===== src/core/scaling_pkg.sv =====
package scaling_pkg;
  localparam int DATA_W = 16;
  localparam int ADDR_W = 8;
  // register pointer offsets
  localparam logic [7:0] OFS_OPERATING_SETUP = 8'h00;
  localparam logic [7:0] OFS_SHUNT_DROP = 8'h01;
  localparam logic [7:0] OFS_SUPPLY_LEVEL = 8'h02;
  localparam logic [7:0] OFS_LOAD_POWER = 8'h03;
  localparam logic [7:0] OFS_LOAD_CURRENT = 8'h04;
  localparam logic [7:0] OFS_SCALE_FACTOR = 8'h05;
  // values after reset
  localparam logic [15:0] SETUP_RST = 16'h4127;
  localparam logic [15:0] RESULT_RST = 16'h0000;
  localparam logic [15:0] SCALE_RST = 16'h0000;
  localparam logic [15:0] UNMAPPED_READ = 16'h0000;
  // field positions
  localparam int SETUP_SOFT_RST_BIT = 15;
  localparam int SUPPLY_MSB_BIT = 15;
  // arithmetic constants
  localparam int CUR_SHIFT = 11;
  localparam logic [32:0] CUR_TRUNC_ADJ = 33'h0_0000_07FF;
  localparam logic [15:0] PWR_DIVISOR = 16'h4E20;
  localparam int PWR_DIVIDEND_W = 31;
  localparam logic [4:0] PWR_DIV_STEPS = 5'h1F;
  localparam logic [15:0] SAT_POS = 16'h7FFF;
  localparam logic [15:0] SAT_NEG = 16'h8000;
  localparam logic [15:0] SAT_UNSIGNED = 16'hFFFF;
  typedef enum logic [0:0] {ST_IDLE, ST_DIVIDE} div_state_t;
endpackage : scaling_pkg


===== src/core/current_power_scaling_engine.sv =====
// Functional notes
// [RULE1] capture shunt drop and supply level samples
// [RULE2] power step is 25 current steps, fixed
// [RULE3] current equals shunt times scale over 2048
// [RULE4] power equals current times supply over 20000
// [RULE5] unprogrammed scale keeps current and power zero
// [RULE6] each new sample refreshes current and power; a sample followed by another within 32 cycles never updates power
// [RULE7] supply level result weighs 1.25mV per count
// [RULE8] supply level result MSB always reads zero
// [RULE9] host derives scale from step and resistance
// [RULE10] host picks step from maximum current
// [RULE11] host may trim scale for calibration
// [RULE12] reset and soft reset clear the scale
// [RULE13] divisions truncate, fraction discarded
// [RULE14] new scale applies from next sample only
`timescale 1ns/10ps
module current_power_scaling_engine #(
  parameter int DATA_W = scaling_pkg::DATA_W,
  parameter int ADDR_W = scaling_pkg::ADDR_W
) (
  input wire logic clk_i,
  input wire logic nrst_i,
  input wire logic [ADDR_W-1:0] reg_addr_i,
  input wire logic [DATA_W-1:0] reg_wdata_i,
  input wire logic reg_wr_i,
  input wire logic reg_rd_i,
  input wire logic [DATA_W-1:0] shunt_sample_i,
  input wire logic [DATA_W-2:0] supply_sample_i,
  input wire logic sample_valid_i,
  output logic [DATA_W-1:0] reg_rdata_o,
  output logic power_ready_o
);

  function automatic logic [15:0] sat_signed(input logic signed [21:0] v);
    if (v > $signed(22'(scaling_pkg::SAT_POS)))
      sat_signed = scaling_pkg::SAT_POS;
    else if (v < -$signed(22'(scaling_pkg::SAT_NEG)))
      sat_signed = scaling_pkg::SAT_NEG;
    else
      sat_signed = v[15:0];
  endfunction : sat_signed

  function automatic logic [15:0] sat_unsigned(input logic [30:0] v);
    if (v > 31'(scaling_pkg::SAT_UNSIGNED))
      sat_unsigned = scaling_pkg::SAT_UNSIGNED;
    else
      sat_unsigned = v[15:0];
  endfunction : sat_unsigned

  logic [15:0] setup_r;
  logic [15:0] shunt_r;
  logic [15:0] supply_r;
  logic [15:0] power_r;
  logic [15:0] current_r;
  logic [15:0] scale_r;
  logic [15:0] rdata_r;
  logic ready_r;
  scaling_pkg::div_state_t state_r;
  logic [4:0] step_r;
  logic [31:0] quot_r;
  logic [15:0] rem_r;

  // register access decode
  wire wr_setup = reg_wr_i && (reg_addr_i == scaling_pkg::OFS_OPERATING_SETUP);
  wire wr_scale = reg_wr_i && (reg_addr_i == scaling_pkg::OFS_SCALE_FACTOR);
  wire soft_rst = wr_setup && reg_wdata_i[scaling_pkg::SETUP_SOFT_RST_BIT];
  wire clear_all = !nrst_i || soft_rst;
  logic [15:0] rd_mux;
  always_comb
  begin
    case (reg_addr_i)
      scaling_pkg::OFS_OPERATING_SETUP: rd_mux = setup_r;
      scaling_pkg::OFS_SHUNT_DROP: rd_mux = shunt_r;
      scaling_pkg::OFS_SUPPLY_LEVEL: rd_mux = supply_r;
      scaling_pkg::OFS_LOAD_POWER: rd_mux = power_r;
      scaling_pkg::OFS_LOAD_CURRENT: rd_mux = current_r;
      scaling_pkg::OFS_SCALE_FACTOR: rd_mux = scale_r;
      default: rd_mux = scaling_pkg::UNMAPPED_READ;
    endcase
  end

  // current: signed shunt times unsigned scale, truncated toward zero
  wire signed [32:0] cur_prod = $signed(shunt_sample_i) * $signed({1'b0, scale_r});
  wire signed [32:0] cur_adj = cur_prod[32] ?
    33'(cur_prod + $signed(scaling_pkg::CUR_TRUNC_ADJ)) : cur_prod; // RULE13
  wire signed [21:0] cur_quot = 22'(cur_adj >>> scaling_pkg::CUR_SHIFT); // RULE3
  wire [15:0] current_nxt = (scale_r == scaling_pkg::SCALE_RST) ?
    scaling_pkg::RESULT_RST : sat_signed(cur_quot); // RULE5
  wire [15:0] cur_mag = current_nxt[15] ? 16'(-current_nxt) : current_nxt;
  wire [15:0] supply_nxt = {1'b0, supply_sample_i}; // RULE7 RULE8

  // power dividend: magnitude of current times supply level
  wire [30:0] pwr_dividend = 31'(cur_mag * supply_sample_i);
  // leading zero on the dividend so 32 steps leave the exact quotient
  wire [16:0] rem_shift = {rem_r, quot_r[31]};
  wire rem_ge = rem_shift >= 17'(scaling_pkg::PWR_DIVISOR);
  wire [15:0] rem_nxt = rem_ge ? 16'(rem_shift - 17'(scaling_pkg::PWR_DIVISOR)) : rem_shift[15:0];
  wire [31:0] quot_nxt = {quot_r[30:0], rem_ge};
  wire last_step = (state_r == scaling_pkg::ST_DIVIDE) && (step_r == scaling_pkg::PWR_DIV_STEPS);

  always_ff @(posedge clk_i)
  begin
    if (clear_all)
    begin
      setup_r <= scaling_pkg::SETUP_RST;
      scale_r <= scaling_pkg::SCALE_RST; // RULE12
    end
    else
    begin
      if (wr_setup)
        setup_r <= reg_wdata_i;
      if (wr_scale)
        scale_r <= reg_wdata_i;
    end
  end

  always_ff @(posedge clk_i)
  begin
    if (clear_all)
    begin
      shunt_r <= scaling_pkg::RESULT_RST;
      supply_r <= scaling_pkg::RESULT_RST;
      current_r <= scaling_pkg::RESULT_RST;
    end
    else if (sample_valid_i)
    begin
      shunt_r <= shunt_sample_i; // RULE1
      supply_r <= supply_nxt; // RULE1 RULE8
      current_r <= current_nxt; // RULE6 RULE14
    end
  end

  // restoring divider, restarted by every new sample
  always_ff @(posedge clk_i)
  begin
    if (clear_all)
    begin
      state_r <= scaling_pkg::ST_IDLE;
      step_r <= '0;
      quot_r <= '0;
      rem_r <= '0;
    end
    else if (sample_valid_i)
    begin
      state_r <= scaling_pkg::ST_DIVIDE; // RULE6
      step_r <= '0;
      quot_r <= {1'b0, pwr_dividend}; // RULE14
      rem_r <= '0;
    end
    else
    begin
      case (state_r)
        scaling_pkg::ST_DIVIDE:
        begin
          quot_r <= quot_nxt;
          rem_r <= rem_nxt; // RULE13
          step_r <= 5'(step_r + 5'h01);
          if (last_step)
            state_r <= scaling_pkg::ST_IDLE;
        end
        default: state_r <= scaling_pkg::ST_IDLE;
      endcase
    end
  end

  // power step is fixed at 25 current steps; no power scale exists
  always_ff @(posedge clk_i)
  begin
    if (clear_all)
    begin
      power_r <= scaling_pkg::RESULT_RST;
      ready_r <= 1'b0;
    end
    else
    begin
      ready_r <= last_step && !sample_valid_i;
      if (last_step && !sample_valid_i)
        power_r <= sat_unsigned(quot_nxt[30:0]); // RULE2 RULE4 RULE5
    end
  end

  always_ff @(posedge clk_i)
  begin
    if (!nrst_i)
      rdata_r <= scaling_pkg::UNMAPPED_READ;
    else if (reg_rd_i)
      rdata_r <= rd_mux;
  end

  assign reg_rdata_o = rdata_r;
  assign power_ready_o = ready_r;

  // checking helpers
  logic programmed_r;
  logic [15:0] pwr_ref_r;
  always_ff @(posedge clk_i)
  begin
    if (clear_all)
      programmed_r <= 1'b0;
    else if (wr_scale)
      programmed_r <= 1'b1;
  end
  wire signed [32:0] cur_ref_div = cur_prod / 33'sd2048;
  wire [15:0] cur_ref = (scale_r == 16'h0000) ? 16'h0000 : sat_signed(22'(cur_ref_div));
  always_ff @(posedge clk_i)
  begin
    if (sample_valid_i)
      pwr_ref_r <= sat_unsigned(31'(pwr_dividend / 31'd20000));
  end

  // cycles since the last sample, zero when no result is pending
  logic [5:0] since_r;
  always_ff @(posedge clk_i)
  begin
    if (clear_all)
      since_r <= 6'h00;
    else if (sample_valid_i)
      since_r <= 6'h01;
    else if (since_r != 6'h00 && since_r != 6'h21)
      since_r <= 6'(since_r + 6'h01);
    else
      since_r <= 6'h00;
  end
endmodule : current_power_scaling_engine


===== config.mk =====
export PLATFORM = sky130hd
export DESIGN_NAME = current_power_scaling_engine
export DESIGN_NICKNAME = d
export VERILOG_FILES = /design/src/core/scaling_pkg.sv /design/src/core/current_power_scaling_engine.sv
export SDC_FILE = /design/constraint.sdc
export NUM_CORES = 2
export LEC_CHECK = 0
export BUFFER_PORTS_ARGS = -buffer_cell sky130_fd_sc_hd__buf_2
export CAP_MARGIN = 30
export CORE_MARGIN = 5
export CORE_UTILIZATION = 35
export DETAILED_ROUTE_END_ITERATION = 10
export GPL_ROUTABILITY_DRIVEN = 0
export PLACE_DENSITY = 0.58
export SETUP_SLACK_MARGIN = 0.02
export SLEW_MARGIN = 20
export SYNTH_ARGS = -nofsm -noshare
export SYNTH_HDL_FRONTEND = slang
export SYNTH_SLANG_ARGS = --single-unit

===== constraint.sdc =====
create_clock -name clk_i -period 46.3 [get_ports clk_i]
set_input_delay 9.26 -clock clk_i [delete_from_list [all_inputs] [get_ports clk_i]]
set_output_delay 9.26 -clock clk_i [all_outputs]
set_load 0.02 [all_outputs]

==> flow_metrics.py <==
metrics = {
    "run_status": {
        "status": "finished, final reports clean",
    },
    "placement": {
        "dp.cells": 3843,
        "dpl-instance-area_um2": 26900,
        "hpwlAfterDp_mm": 53.7,
        "io_buffers": 76,
        "dp_slack_ns": 23.15,
    },
    "cts": {
        "cts.sinks": 166,
        "clk_pin_slew_ns": 0.07,
        "cts_resized": 0,
        "worst_skew_pair.late_latency_ns": 0.44,
        "cts_root_buf": "clkbuf_16",
        "h-tree-depth": 4,
        "post-cts-setup-buffer-count": 0,
        "cts_tree": "done",
        "clockBufferDepth": 2,
        "ctsHoldBuffers": 0,
        "cts_made_buffers": 17,
    },
    "setup_path": {
        "crit_fanout": 20,
        "crit_type": "in2reg",
        "critical_path_required_ns": 46.63,
        "startpoint_type": "input port",
        "critPathSlowestCell": "nor2_2",
        "cpMostUsedCell": "fa_1",
        "end_kind": "flop",
        "crit_family": "adder cells",
        "cp_slowest_stage_delay_ns": 0.66,
        "critPathArrivalTime_ns": 23.10,
        "critPathBufInv": 6,
    },
    "timing": {
        "rsz0062_at_grt": "no",
        "setup_viol": 0,
        "slew_violations": 0,
        "finalHoldViolCount": 0,
        "skew_ns": 0.0152,
        "maxSlewHeadroom": 0.346,
        "clock.fmax_mhz": 43.9,
        "finalCritPeriodShare": 0.492,
        "setup_ws_ns": 23.53,
        "fin_setup_tns_ns": 0,
        "tightest_slew_ns": 0.973,
        "finalCriticalPeriod_ns": 22.77,
    },
    "floorplan": {
        "fp-row-count": 99,
        "die_area_um2": 79100,
        "fp.dieH_um": 281,
        "ios": 77,
        "core_area_um2": 73000,
        "die_x_um": 281,
        "initial_core_util": 0.353,
    },
    "logic_synthesis": {
        "syn_inst": 2945,
        "synth.distinct_cells": 101,
        "synth_flop_cell": "dfxtp_1",
        "synth_seq_cells": 166,
        "yosysWarningCount": 0,
        "synth_edf_count": 0,
        "syn-num-nets": 3599,
        "async_reset_ff_frac": 0,
        "syn_area_per_cell_um2": 8.74,
        "ys_seq_area_frac": 0.129,
        "synth_area_um2": 25700,
    },
    "grt": {
        "grt_pass1_vias": 20500,
        "antenna_found_initial": 4,
        "grt_usage": 0.178,
        "grt_pass1_wl_mm": 113,
        "grt_max_degree": 85,
        "overflow": 0,
    },
    "layout": {
        "mostFrequentLayoutCells": "inv_1 (435), fa_1 (374), nand2_1 (345)",
        "layout_commonest_cell": "inv_1",
        "layout-drive-gt1-share": 0.0768,
        "final_area_um2": 27500,
        "nNetsFinal": 3558,
        "fin_cells": 3879,
        "area.growth.synth_to_final_pct": 6.97,
    },
    "detailed_routing": {
        "drtAntennaViolNets": 0,
        "drc": 0,
        "dr_total_vias": 20000,
        "wl_per_cell_um": 18.0,
        "routed_wl_mm": 69.7,
        "viasPerCell": 5.15,
        "dr.first_iter.drc_count": 1169,
        "dr.pass1.iters": 5,
    },
    "pwr": {
        "power_density_nw_per_um2": 13.8,
        "leakage_uw": 0.0133,
        "peakVddDrop_uv": 24.1,
    },
    "worst_hold_path": {
        "hp-class": "reg2reg",
    },
    "run": {
        "drv_cap": 0,
    },
}
## stage by stage
stage	util	hold slack, ns	power, µW
after global placement	0.368	0.443	230
after global routing	0.377	0.485	399
final	0.377	0.463	381
after floorplan	-	0.436	206
after CTS	0.377	0.463	383
after detailed placement	0.368	0.454	230
## cells by family (layout without fill, tap and decap cells)
logic type               after synthesis  after routing  share of synthesized area
other                                  0              3                          0
multiplexers                         118            118                     0.0472
buffers and inverters                607            579                     0.0923
XOR/XNOR                              79             79                     0.0278
adder cells (fa/ha/maj)              594            594                      0.398
AND/OR/NAND/NOR                      947            947                      0.183
AO/OA/AOI/OAI                        434            434                      0.123
flip-flops                           166            166                      0.129
## state kept, by name, indices dropped and copies added, names as in the netlist, 16 cells and up
signal       flops
current_r       16
setup_r         16
shunt_r         16
reg_rdata_o     16
quot_r          32
rem_r           16
power_r         16
scale_r         16
## cell type report
class / count / area [µm²]
antenna: 3 / 7.51
clock buffer: 21 / 482
clock inverter: 11 / 156
fill: 7447 / 45400
inverter: 436 / 1640
multi-input combinational: 2172 / 20100
sequential: 166 / 3330
tap: 959 / 1200
timing repair buffer: 111 / 654
## tightest hold or removal path: stages, from the launching register on
cell and delay (ns):
dfxtp_1 0.31, nand2_1 0.05, a21oi_1 0.05
## path summary, 6_finish.rpt
kind                                                end  slack [ns]               startpoint  cells after the start
worst max-delay path            quot_r[29]$_SDFFE_PP0P_       23.53        shunt_sample_i[1]                     45
worst min-delay path            setup_r[9]$_SDFFE_PP0P_        0.46  setup_r[9]$_SDFFE_PP0P_                      2
worst max register to register  quot_r[29]$_SDFFE_PP0P_       31.85  scale_r[6]$_SDFFE_PP0P_                     46
worst min register to register  setup_r[9]$_SDFFE_PP0P_        0.46  setup_r[9]$_SDFFE_PP0P_                      2
## report_power, final
part           internal [µW]  switching, µW
sequential               147           5.25
clock                   91.8           61.7
combinational           26.6           48.3
total                    266            115
## metal layers
layer  vias to the layer above  wire, µm  GRT usage
li1                       9480         -          -
met1                      9993     31600      0.241
met5                         -        13          0
met3                        75      2530     0.0191
met2                       415     34600      0.312
met4                         2       981     0.0311
## synth_stat cells, drive strengths merged (44+ instances only)
master	instances	area (µm²)
inv	436	1640
and2	222	1390
xnor2	44	408
nor2	163	614
fa	374	7490
mux2i	101	1010
o21ai	47	258
a211oi	67	518
ha	220	2750
clkbuf	137	515
a21oi	108	563
nand2	348	1310
dfxtp	166	3320
(Power assumes the default switching activity.)
